**config.mk**
```make
export PLATFORM = sky130hd
export DESIGN_NAME = can_rx_filter_routing
export DESIGN_NICKNAME = d
export VERILOG_FILES = /design/src/include/can_filt_pkg.sv /design/src/core/cfg_byte_mem.sv /design/src/core/data_len_mask.sv /design/src/core/can_rx_filter_routing.sv
export SDC_FILE = /design/constraint.sdc
export NUM_CORES = 1
export LEC_CHECK = 0
export CORE_AREA = 2 2 199 220
export DETAILED_ROUTE_END_ITERATION = 10
export DIE_AREA = 0 0 201 222
export DONT_BUFFER_PORTS = 1
export GPL_TIMING_DRIVEN = 0
export REMOVE_ABC_BUFFERS = 1
export SYNTH_ARGS = -nofsm -noshare
export SYNTH_HDL_FRONTEND = slang
export SYNTH_SLANG_ARGS = --single-unit
```
**constraint.sdc**
```tcl
create_clock -name clk -period 3.9 [get_ports clk]
set_clock_uncertainty 0.2 [all_clocks]
set_input_delay 0.195 -clock clk [delete_from_list [all_inputs] [get_ports clk]]
set_output_delay 0.195 -clock clk [all_outputs]
set_load 0.01 [all_outputs]
```
**src/include/can_filt_pkg.sv**
```systemverilog
// package: register map, fields, reset values and carriers for the receive filter routing block
// Notes on behaviour
// - legacy mode forces the length count to zero, writes ignored
// - data-byte filter up to eighteen bits from filter extended identifier bits
// - compared bit count depends on the received frame length code
// - length code zero compares no data bits
// - length code one compares up to seven bits, count from three low bits
// - length code two compares up to fifteen bits, count from four low bits
// - length code three compares up to eighteen bits, count from all five bits
// - length count in five low bits, upper three read zero
// - sixteen four-bit buffer pointers, even filter low nibble, odd high nibble
// - pointer zero routes to first receive buffer, one to second
// - pointers two to seven route to programmable buffers zero to five
// - two-bit mask selector: zero uses mask zero, one uses mask one
// - selector two uses filter fifteen as mask, three applies no mask
// - selectors packed four per byte, lowest filter in bits one and zero
// - these registers exist only in enhanced and fifo modes
package can_filt_pkg;
  localparam int NUM_FILT = 16;
  localparam int DATA_FILT_BITS = 18;
  localparam logic [7:0] OFS_LEN = 8'h00;
  localparam logic [7:0] OFS_PTR0 = 8'h01;
  localparam logic [7:0] OFS_MASK_SELECT_0 = 8'h09;
  localparam int NUM_PTR_REGS = 8;
  localparam int NUM_MSEL_REGS = 4;
  localparam logic [7:0] OFS_MODE = 8'h0d;
  localparam logic [7:0] OFS_STAT = 8'h0e;
  localparam int LEN_W = 5;
  localparam logic [4:0] LEN_RST = 5'h00;
  localparam logic [4:0] LEN_LEGACY = 5'h00;
  localparam logic [63:0] PTR_RST = 64'h0000_0000_0011_1100;
  localparam logic [31:0] MSEL_RST = 32'h0000_0550;
  localparam logic [3:0] PTR_RSVD_MIN = 4'h8;
  localparam logic [3:0] PTR_PROG_BASE = 4'h2;
  typedef enum logic [1:0] {MODE_LEGACY = 2'h0, MODE_ENH = 2'h1, MODE_FIFO = 2'h2} op_mode_t;
  typedef enum logic [1:0] {SEL_MASK0 = 2'h0, SEL_MASK1 = 2'h1, SEL_FILT15 = 2'h2, SEL_NONE = 2'h3} msel_t;
  typedef enum logic [1:0] {DEST_RXB = 2'h0, DEST_PROG = 2'h1, DEST_BAD = 2'h2} dest_kind_t;
  typedef struct packed {
    logic valid;
    logic [3:0] hit;
    logic [3:0] lengthCode;
    logic [17:0] dataBits;
  } frame_t;
  typedef struct packed {
    dest_kind_t kind;
    logic [2:0] index;
  } route_t;
endpackage

```
**src/core/cfg_byte_mem.sv**
```systemverilog
`timescale 1ns/1ps
// cfg_byte_mem: small byte register file with registered read data
module cfg_byte_mem #(
  parameter int DEPTH = 12,
  parameter int AW = 4,
  parameter logic [DEPTH*8-1:0] INIT = '0
) (
  input wire logic clk,
  input wire logic sys_rst,
  input wire logic wrEn,
  input wire logic [AW-1:0] wrAddr,
  input wire logic [7:0] wrData,
  input wire logic [AW-1:0] rdAddr,
  output logic [7:0] rdData,
  output logic [DEPTH*8-1:0] flat
);
  logic [DEPTH*8-1:0] mem_r;
  logic [DEPTH*8-1:0] mem_nxt;
  logic [7:0] rdData_nxt;
  // whole contents exposed flat: routing needs every entry at once
  always_comb
  begin
    mem_nxt = mem_r;
    if (wrEn && (int'(wrAddr) < DEPTH))
    begin
      mem_nxt[wrAddr*8 +: 8] = wrData;
    end
    rdData_nxt = (int'(rdAddr) < DEPTH) ? mem_r[rdAddr*8 +: 8] : 8'h00;
  end
  always_ff @(posedge clk)
  begin
    if (sys_rst)
    begin
      mem_r <= INIT;
      rdData <= 8'h00;
    end
    else
    begin
      mem_r <= mem_nxt;
      rdData <= rdData_nxt;
    end
  end
  assign flat = mem_r;
endmodule

```
**src/core/data_len_mask.sv**
```systemverilog
`timescale 1ns/1ps
// data_len_mask: which data bits take part in the data-byte compare
module data_len_mask (
  input wire logic [3:0] lengthCode,
  input wire logic [4:0] lengthCount,
  output logic [17:0] cmpEnable
);
  logic [4:0] n;
  // count cut to its low bits for codes one and two, clamped at eighteen for three, so short frames never compare absent bytes
  always_comb
  begin
    n = 5'h00;
    case (lengthCode)
      4'h0: n = 5'h00;
      4'h1: n = (lengthCount[2:0] == 3'h0) ? 5'h00 : {2'h0, lengthCount[2:0]};
      4'h2: n = {1'h0, lengthCount[3:0]};
      default: n = (lengthCount > 5'h12) ? 5'h12 : lengthCount;
    endcase
    for (int i = 0; i < 18; i++)
    begin
      cmpEnable[i] = (i < int'(n));
    end
  end
endmodule

```
**src/core/can_rx_filter_routing.sv**
```systemverilog
`timescale 1ns/1ps
// can_rx_filter_routing: filter length, buffer pointers and mask selection for sixteen receive filters
module can_rx_filter_routing (
  input wire logic clk,
  input wire logic sys_rst,
  input wire logic [7:0] regAddr,
  input wire logic [7:0] regWdata,
  input wire logic regWr,
  input wire logic regRd,
  output logic [7:0] regRdata,
  input wire logic configMode,
  input wire can_filt_pkg::frame_t frameIn,
  input wire logic [17:0] filtIdBits [16],
  input wire logic [17:0] mask0Bits,
  input wire logic [17:0] mask1Bits,
  output can_filt_pkg::route_t routeOut,
  output logic dataMatch,
  output logic [17:0] effMask,
  output logic routeValid
);
  localparam int NREG = can_filt_pkg::NUM_PTR_REGS + can_filt_pkg::NUM_MSEL_REGS;
  can_filt_pkg::op_mode_t mode_r;
  can_filt_pkg::op_mode_t mode_nxt;
  logic [4:0] len_r;
  logic [4:0] len_nxt;
  logic [7:0] rd_r;
  logic [7:0] rd_nxt;
  logic rdMem_r;
  logic rdMem_nxt;
  logic rsvdSeen_r;
  logic rsvdSeen_nxt;
  logic legacy;
  logic inMem;
  logic [3:0] memIdx;
  logic memWr;
  logic [7:0] memRd;
  logic [NREG*8-1:0] flat;
  logic [3:0] ptr [16];
  logic [1:0] sel [16];
  logic [17:0] cmpEn;
  can_filt_pkg::route_t route_nxt;
  logic match_nxt;
  logic [17:0] mask_nxt;
  logic [3:0] p;
  logic [1:0] s;
  assign legacy = (mode_r == can_filt_pkg::MODE_LEGACY);
  assign inMem = (regAddr >= can_filt_pkg::OFS_PTR0) && (regAddr < can_filt_pkg::OFS_MODE);
  assign memIdx = 4'(regAddr - can_filt_pkg::OFS_PTR0);
  // writes only land outside legacy mode and while configuring
  assign memWr = regWr && inMem && !legacy && configMode;
  cfg_byte_mem #(
    .DEPTH(NREG),
    .AW(4),
    .INIT({can_filt_pkg::MSEL_RST, can_filt_pkg::PTR_RST})
  ) u_cfg (
    .clk(clk),
    .sys_rst(sys_rst),
    .wrEn(memWr),
    .wrAddr(memIdx),
    .wrData(regWdata),
    .rdAddr(memIdx),
    .rdData(memRd),
    .flat(flat)
  );
  // unpack pointers and selectors per filter
  genvar g;
  generate
    for (g = 0; g < 16; g++)
    begin : g_unpack
      assign ptr[g] = flat[(g/2)*8 + (g%2)*4 +: 4];
      assign sel[g] = flat[can_filt_pkg::NUM_PTR_REGS*8 + (g/4)*8 + (g%4)*2 +: 2];
    end
  endgenerate
  data_len_mask u_len (
    .lengthCode(frameIn.lengthCode),
    .lengthCount(len_r),
    .cmpEnable(cmpEn)
  );
  // register file: length count, mode and status bits
  always_comb
  begin
    mode_nxt = mode_r;
    len_nxt = len_r;
    rsvdSeen_nxt = rsvdSeen_r;
    rdMem_nxt = regRd && inMem && !legacy;
    rd_nxt = 8'h00;
    if (regWr && regAddr == can_filt_pkg::OFS_MODE)
    begin
      case (regWdata[1:0])
        2'h1: mode_nxt = can_filt_pkg::MODE_ENH;
        2'h2: mode_nxt = can_filt_pkg::MODE_FIFO;
        default: mode_nxt = can_filt_pkg::MODE_LEGACY;
      endcase
    end
    if (regWr && regAddr == can_filt_pkg::OFS_LEN && configMode)
    begin
      len_nxt = regWdata[4:0];
    end
    if (legacy || mode_nxt == can_filt_pkg::MODE_LEGACY)
    begin
      len_nxt = can_filt_pkg::LEN_LEGACY;
    end
    // reserved pointer code seen on an accepted frame; sticky until status write
    if (regWr && regAddr == can_filt_pkg::OFS_STAT)
    begin
      rsvdSeen_nxt = 1'b0;
    end
    if (frameIn.valid && !legacy && ptr[frameIn.hit] >= can_filt_pkg::PTR_RSVD_MIN)
    begin
      rsvdSeen_nxt = 1'b1;
    end
    if (regRd)
    begin
      case (regAddr)
        can_filt_pkg::OFS_LEN: rd_nxt = {3'h0, len_r};
        can_filt_pkg::OFS_MODE: rd_nxt = {6'h00, mode_r};
        can_filt_pkg::OFS_STAT: rd_nxt = {7'h00, rsvdSeen_r};
        default: rd_nxt = 8'h00;
      endcase
      // pointer and selector bytes taken from the flat copy, so the read data leave a flop
      if (inMem && !legacy)
      begin
        rd_nxt = flat[int'(memIdx) * 8 +: 8];
      end
    end
  end
  always_ff @(posedge clk)
  begin
    if (sys_rst)
    begin
      mode_r <= can_filt_pkg::MODE_LEGACY;
      len_r <= can_filt_pkg::LEN_RST;
      rsvdSeen_r <= 1'b0;
      rdMem_r <= 1'b0;
      rd_r <= 8'h00;
    end
    else
    begin
      mode_r <= mode_nxt;
      len_r <= len_nxt;
      rsvdSeen_r <= rsvdSeen_nxt;
      rdMem_r <= rdMem_nxt;
      rd_r <= rd_nxt;
    end
  end
  // read data leave a flop; legacy zeroing is settled when the strobe is taken
  assign regRdata = rd_r;
  // routing and data compare for the filter that hit
  always_comb
  begin
    p = ptr[frameIn.hit];
    s = sel[frameIn.hit];
    route_nxt.kind = can_filt_pkg::DEST_BAD;
    route_nxt.index = 3'h0;
    if (p < can_filt_pkg::PTR_PROG_BASE)
    begin
      route_nxt.kind = can_filt_pkg::DEST_RXB;
      route_nxt.index = {2'h0, p[0]};
    end
    else if (p < can_filt_pkg::PTR_RSVD_MIN)
    begin
      route_nxt.kind = can_filt_pkg::DEST_PROG;
      route_nxt.index = 3'(p - can_filt_pkg::PTR_PROG_BASE);
    end
    case (s)
      can_filt_pkg::SEL_MASK0: mask_nxt = mask0Bits;
      can_filt_pkg::SEL_MASK1: mask_nxt = mask1Bits;
      can_filt_pkg::SEL_FILT15: mask_nxt = filtIdBits[15];
      default: mask_nxt = 18'h00000;
    endcase
    if (legacy)
    begin
      mask_nxt = mask0Bits;
      route_nxt.kind = can_filt_pkg::DEST_RXB;
      route_nxt.index = 3'h0;
    end
    // only enabled bits whose mask bit is set must agree
    match_nxt = ((frameIn.dataBits ^ filtIdBits[frameIn.hit]) & cmpEn & mask_nxt) == 18'h00000;
  end
  always_ff @(posedge clk)
  begin
    if (sys_rst)
    begin
      routeOut <= '0;
      dataMatch <= 1'b0;
      effMask <= 18'h00000;
      routeValid <= 1'b0;
    end
    else
    begin
      routeOut <= route_nxt;
      dataMatch <= match_nxt && frameIn.valid;
      effMask <= mask_nxt;
      routeValid <= frameIn.valid;
    end
  end
  property p_legacy_len;
    @(posedge clk) disable iff (sys_rst) legacy |-> len_r == 5'h00;
  endproperty
  a_legacy_len: assert property (p_legacy_len) else $error("length count not zero in legacy");
  property p_len_upper;
    @(posedge clk) disable iff (sys_rst) regRd && regAddr == can_filt_pkg::OFS_LEN |=> regRdata[7:5] == 3'h0;
  endproperty
  a_len_upper: assert property (p_len_upper) else $error("length upper bits not zero");
  property p_dlc0;
    @(posedge clk) disable iff (sys_rst) frameIn.valid && frameIn.lengthCode == 4'h0 |=> dataMatch;
  endproperty
  a_dlc0: assert property (p_dlc0) else $error("zero length code compared data");
  property p_dlc1;
    @(posedge clk) disable iff (sys_rst) frameIn.lengthCode == 4'h1 |-> cmpEn[17:8] == 10'h000;
  endproperty
  a_dlc1: assert property (p_dlc1) else $error("length code one compared above eight");
  property p_dlc2;
    @(posedge clk) disable iff (sys_rst) frameIn.lengthCode == 4'h2 |-> cmpEn[17:16] == 2'h0;
  endproperty
  a_dlc2: assert property (p_dlc2) else $error("length code two compared above sixteen");
  property p_dlc3;
    @(posedge clk) disable iff (sys_rst) frameIn.lengthCode == 4'h3 && len_r >= 5'h12 |-> &cmpEn;
  endproperty
  a_dlc3: assert property (p_dlc3) else $error("eighteen bits not compared");
  property p_route_rxb;
    @(posedge clk) disable iff (sys_rst) frameIn.valid && !legacy && ptr[frameIn.hit] == 4'h1
      |=> routeOut.kind == can_filt_pkg::DEST_RXB && routeOut.index == 3'h1;
  endproperty
  a_route_rxb: assert property (p_route_rxb) else $error("pointer one not to second buffer");
  property p_route_prog;
    @(posedge clk) disable iff (sys_rst) frameIn.valid && !legacy && ptr[frameIn.hit] == 4'h7
      |=> routeOut.kind == can_filt_pkg::DEST_PROG && routeOut.index == 3'h5;
  endproperty
  a_route_prog: assert property (p_route_prog) else $error("pointer seven not to last buffer");
  property p_f15_mask;
    @(posedge clk) disable iff (sys_rst) !legacy && sel[frameIn.hit] == 2'h2 |=> effMask == $past(filtIdBits[15]);
  endproperty
  a_f15_mask: assert property (p_f15_mask) else $error("filter fifteen not used as mask");
  property p_legacy_nowrite;
    @(posedge clk) disable iff (sys_rst) legacy && !memWr |=> $stable(flat);
  endproperty
  a_legacy_nowrite: assert property (p_legacy_nowrite) else $error("config changed in legacy mode");

  // register port, routing and mask checks; the memory port is kept as an independent copy

  property p_mem_port;
    @(posedge clk) disable iff (sys_rst) rdMem_r |-> regRdata == memRd;
  endproperty
  a_mem_port: assert property (p_mem_port) else $error("flat read differs from memory port");

  property p_legacy_rd_zero;
    @(posedge clk) disable iff (sys_rst) regRd && inMem && legacy |=> regRdata == 8'h00;
  endproperty
  a_legacy_rd_zero: assert property (p_legacy_rd_zero) else $error("config register visible in legacy");

  property p_legacy_route;
    @(posedge clk) disable iff (sys_rst) frameIn.valid && legacy
      |=> routeOut.kind == can_filt_pkg::DEST_RXB && routeOut.index == 3'h0;
  endproperty
  a_legacy_route: assert property (p_legacy_route) else $error("legacy frame not to first buffer");

  property p_route_rx_buffer_first;
    @(posedge clk) disable iff (sys_rst) frameIn.valid && !legacy && ptr[frameIn.hit] == 4'h0
      |=> routeOut.kind == can_filt_pkg::DEST_RXB && routeOut.index == 3'h0;
  endproperty
  a_route_rx_buffer_first: assert property (p_route_rx_buffer_first) else $error("pointer zero not to first buffer");

  property p_route_prog0;
    @(posedge clk) disable iff (sys_rst) frameIn.valid && !legacy && ptr[frameIn.hit] == 4'h2
      |=> routeOut.kind == can_filt_pkg::DEST_PROG && routeOut.index == 3'h0;
  endproperty
  a_route_prog0: assert property (p_route_prog0) else $error("pointer two not to first prog buffer");

  property p_mask0;
    @(posedge clk) disable iff (sys_rst) !legacy && sel[frameIn.hit] == 2'h0 |=> effMask == $past(mask0Bits);
  endproperty
  a_mask0: assert property (p_mask0) else $error("selector zero not using mask zero");

  property p_mask1;
    @(posedge clk) disable iff (sys_rst) !legacy && sel[frameIn.hit] == 2'h1 |=> effMask == $past(mask1Bits);
  endproperty
  a_mask1: assert property (p_mask1) else $error("selector one not using mask one");

  property p_nomask;
    @(posedge clk) disable iff (sys_rst) !legacy && sel[frameIn.hit] == 2'h3 |=> effMask == 18'h00000;
  endproperty
  a_nomask: assert property (p_nomask) else $error("selector three still applied a mask");

  property p_len_lock;
    @(posedge clk) disable iff (sys_rst) regWr && regAddr == can_filt_pkg::OFS_LEN && !configMode
      |=> $stable(len_r);
  endproperty
  a_len_lock: assert property (p_len_lock) else $error("length count written outside config");

  property p_cfg_lock;
    @(posedge clk) disable iff (sys_rst) regWr && inMem && !configMode |=> $stable(flat);
  endproperty
  a_cfg_lock: assert property (p_cfg_lock) else $error("pointer or selector written outside config");

  property p_len_write;
    @(posedge clk) disable iff (sys_rst) regWr && regAddr == can_filt_pkg::OFS_LEN && configMode && !legacy
      |=> len_r == $past(regWdata[4:0]);
  endproperty
  a_len_write: assert property (p_len_write) else $error("length count write lost");

  property p_mode_fifo;
    @(posedge clk) disable iff (sys_rst) regWr && regAddr == can_filt_pkg::OFS_MODE && regWdata[1:0] == 2'h2
      |=> mode_r == can_filt_pkg::MODE_FIFO;
  endproperty
  a_mode_fifo: assert property (p_mode_fifo) else $error("fifo mode not entered");

  property p_ptr_pair;
    @(posedge clk) disable iff (sys_rst) regWr && regAddr == can_filt_pkg::OFS_PTR0 && configMode && !legacy
      |=> ptr[0] == $past(regWdata[3:0]) && ptr[1] == $past(regWdata[7:4]);
  endproperty
  a_ptr_pair: assert property (p_ptr_pair) else $error("pointer nibbles not paired by filter");

  property p_sel_pack;
    @(posedge clk) disable iff (sys_rst) regWr && regAddr == can_filt_pkg::OFS_MASK_SELECT_0 && configMode && !legacy
      |=> sel[0] == $past(regWdata[1:0]) && sel[3] == $past(regWdata[7:6]);
  endproperty
  a_sel_pack: assert property (p_sel_pack) else $error("selectors not packed two bits per filter");

  property p_dlc0_none;
    @(posedge clk) disable iff (sys_rst) frameIn.lengthCode == 4'h0 |-> cmpEn == 18'h00000;
  endproperty
  a_dlc0_none: assert property (p_dlc0_none) else $error("zero length code enabled a bit");

  property p_dlc1_cap;
    @(posedge clk) disable iff (sys_rst) frameIn.lengthCode == 4'h1 |-> cmpEn[0] == (len_r[2:0] != 3'h0);
  endproperty
  a_dlc1_cap: assert property (p_dlc1_cap) else $error("length code one ignores low count bits");

  property p_dlc2_cap;
    @(posedge clk) disable iff (sys_rst) frameIn.lengthCode == 4'h2 |-> cmpEn[0] == (len_r[3:0] != 4'h0);
  endproperty
  a_dlc2_cap: assert property (p_dlc2_cap) else $error("length code two ignores low count bits");

  property p_dlc3_top;
    @(posedge clk) disable iff (sys_rst) frameIn.lengthCode == 4'h3 |-> cmpEn[17] == (len_r >= 5'h12);
  endproperty
  a_dlc3_top: assert property (p_dlc3_top) else $error("top data bit enable wrong");

  property p_valid_follow;
    @(posedge clk) disable iff (sys_rst) frameIn.valid |=> routeValid;
  endproperty
  a_valid_follow: assert property (p_valid_follow) else $error("frame produced no route");

  property p_match_clear;
    @(posedge clk) disable iff (sys_rst) !frameIn.valid |=> !dataMatch;
  endproperty
  a_match_clear: assert property (p_match_clear) else $error("match without a frame");

  property p_rsvd_clear;
    @(posedge clk) disable iff (sys_rst) regWr && regAddr == can_filt_pkg::OFS_STAT && !frameIn.valid |=> !rsvdSeen_r;
  endproperty
  a_rsvd_clear: assert property (p_rsvd_clear) else $error("status write did not clear flag");
endmodule

```
==> summary.md <==
| Metric | Value |
|---|---|
| P_leak | `4.052 nW` |
| Reg2Reg Setup Slack | `0.20 ns` |
| RR Endpoint | `dataMatch` |
| Die Height | `222 um` |
| H-Tree Depth | `4` |
| Routability Congestion | `0.9129` |
| Initial core utilization | `24.85%` |
| DR pass1 iterations | `7` |
| Vias in the first global route | `9609` |
| Max clock buf depth | `2` |
| Largest net degree at the start of global routing | `112` |
| CTS tree | `built` |
| Netlist cell types | `80` |
| Buf/Inv on CP | `2` |
| Slew @ Worst Pin | `1.303 ns` |
| RSZ-0062 raised after global routing | `false` |
| Post-synth ARST share | `0%` |
| Total GRT Usage | `21.45%` |
| I/O Pins | `405` |
| Standard-cell rows | `79` |
| WS Path Type | `primary input to flop` |
| Die ar. | `0.04462 mm^2` |
| Met2 WL | `25490 um` |
| Slew margin rel. | `12.82%` |
| Max Fclk | `269.5 MHz` |
| Final instance area | `0.01198 mm^2` |
| Skew-Pair Late Insertion Delay | `0.44 ns` |
| Post-synth EDFFs | `0` |
| Dpl ws | `-0.3367 ns` |
| Final Util | `28.38%` |
| Ys flop type | `dfxtp_1` |
| DP Wirelength | `38360 um` |
| Setup ws final | `0.1894 ns` |
| Final hold violation count | `2` |
| Crit path from | `regAddr[0]` |
| CP cell instances | `or4_1, nand2_1, clkinvlp_4, ha_1, inv_1, or3_1, or4_1, mux2i_1, nor2_1` |
| Synth Cell Area | `0.01049 mm^2` |
| Worst setup EP type | `flop` |
| DR WL/cell | `29.04 um` |
| Worst Path Max Fanout | `34` |
| Placed cell areas | `0.01070 mm^2` |
| Input/output buffers | `0` |
| Initial antenna violation count | `35` |
| Status | `complete, but fails checks` |
| CTS root buf | `clkbuf_16` |
| Critical path required time | `4.00 ns` |
| Crit-path slowest cell | `or4_1` |
| P&R area growth vs syn | `14.21%` |
| DR vias/cell | `5.748` |
| Seq/Total Area, Yosys | `26.15%` |
| Initial DRC Count | `1052` |
| Clock transition at path regs | `0.07 ns` |
| CORE AREA | `0.04221 mm^2` |
| CP startpoint kind | `primary input` |
| Max VDD drop | `0.0002450 V` |
| Final period util | `95.14%` |
| Synth Area per Inst | `9.289 um^2` |
| First-pass GRT wire length | `69330 um` |
| Chip width | `201 um` |
| CP peak stage delay | `0.83 ns` |
| Global route overflow | `0` |
| Post-route ant nets | `0` |
| # DRC | `0` |
| Failing checks | `hold timing` |
| Final Max Slew Viols | `0` |
| Critical path capture point | `u_cfg.flat[64]` |
| Nets | `1493` |
| Critical R2R Launch | `u_cfg.flat[89]` |
| Crit path DAT | `3.81 ns` |
| Cells after Synth | `1129` |
| Fraction of layout cells with a size suffix above 1 | `17.23%` |
| Crit path depth | `9` |
| Power per cell area | `308.7 mW/mm^2` |
| R2R cell count | `9` |
| Yosys warns | `0` |
| Synth Register Bits | `137` |
| Post-route setup TNS | `0 ns` |
| Hold Path Class | `primary input to flop` |
| Total CTS buffers | `17` |
| Via count | `9841` |
| Tmin final | `3.711 ns` |
| Worst Hold Slack | `-0.02878 ns` |
| Highest metal used | `met5` |
| Clock sink count | `137` |
| Post-Route WL | `49720 um` |
| Routed met1 length | `17010 um` |
| Setup violations, final | `0` |
| Met3 Routed Length | `5044 um` |
| Max-cap violations | `0` |
| CP most frequent cell | `or4_1` |
| Delay-heaviest family, CP | `simple AND/OR/NAND/NOR gates` |
## cells by family after synthesis
logic type	count (synthesis)	synth area share [%]
simple gates	413	17.86
flops	137	26.15
xor+xnor	16	1.479
mux	177	30.60
buf+inv	111	5.607
compound gates	267	17.35
fa+ha+maj	8	0.9545
## through the flow
| stage | std cells | power (mW) |
|---|---|---|
| global route | 1709 | 3.792 |
| finish | 1712 | 3.698 |
| detailed placement | 1601 | 1.959 |
| floorplan | 1032 | 1.829 |
| CTS | 1689 | 3.702 |
| global placement | 1599 | 1.949 |
## routing by layer
metal,global-route usage [%],vias to the layer above
li1,-,4280
met1,22.43,4765
met2,39.26,646
met3,7.319,132
met4,8.483,18
met5,0,-
## power breakdown
| group | switching [mW] | internal (mW) | total (mW) |
|---|---|---|---|
| Sequential | 0.0162 | 1.41 | 1.43 |
| Clock | 0.751 | 0.918 | 1.67 |
| Combinational | 0.307 | 0.295 | 0.602 |
## state kept, by name, indices dropped and copies added (netlist names)
name        count
regRdata        8
dataMatch       1
routeValid      1
rsvdSeen_r      1
effMask        18
len_r           5
mode_r          2
routeOut        5
u_cfg.flat     96
## worst min-delay path by stage
stage             startpoint             end  slack, ns  cells past startpoint
2_1_floorplan        sys_rst     effMask[10]       0.06                      1
3_3_place_gp         sys_rst  u_cfg.flat[61]       0.08                      1
3_5_place_dp         sys_rst  u_cfg.flat[61]       0.08                      1
4_1_cts        filtIdBits[0]      effMask[0]      0.001                      4
5_1_grt           regAddr[5]     regRdata[7]       0.01                      3
6_report          regAddr[5]     regRdata[6]      -0.03                      3
## synthesized netlist by cell type, drive strengths merged (17+ instances only)
| master | number | area share (%) |
|---|---|---|
| buf | 44 | 3.2 |
| a21bo | 21 | 2.1 |
| mux4 | 111 | 24 |
| dfxtp | 137 | 26 |
| nand4 | 17 | 1.0 |
| nand2 | 128 | 4.6 |
| nor2 | 143 | 5.1 |
| a211oi | 17 | 1.3 |
| nand3 | 46 | 2.2 |
| a22oi | 21 | 1.5 |
| nor3 | 23 | 1.1 |
| a21oi | 112 | 5.3 |
| clkbuf | 53 | 1.9 |
| mux2i | 62 | 6.2 |
## area by class of cell
class	instances	area, um^2
timing repair buffer	62	634.4
tap	567	709.4
sequential	137	2743
clock buffer	17	425.4
antenna	19	47.55
multi-input combinational	881	7179
inverter	14	56.30
fill	4445	30230
clock inverter	15	182.7
## what timing repair did
action / CTS / global route
hold buffers: 56 / 0
hold endpoints to repair: 128 / 0
setup endpoints to repair: 0 / 12
buffers inserted: 0 / 3
resized for setup: 0 / 3
## tightest hold or removal path, stage by stage
cell	delay (ns)
nor4_1	0.05
o211ai_1	0.21
nor3_1	0.10
## layout by cell type, fill, tap and decap left out, types with 15 or more instances in the layout
cell / n
a22oi_1: 21
dlygate4sd3_1: 55
mux4_2: 107
nand3_1: 45
mux2i_1: 60
a21oi_1: 112
nand2_1: 127
dfxtp_1: 137
nor3_1: 23
nor2_1: 142
a21bo_2: 15
nand4_1: 17
a211oi_1: 15
clkbuf_16: 17
diode_2: 19
No activity file was read; power rests on OpenSTA's default activity.
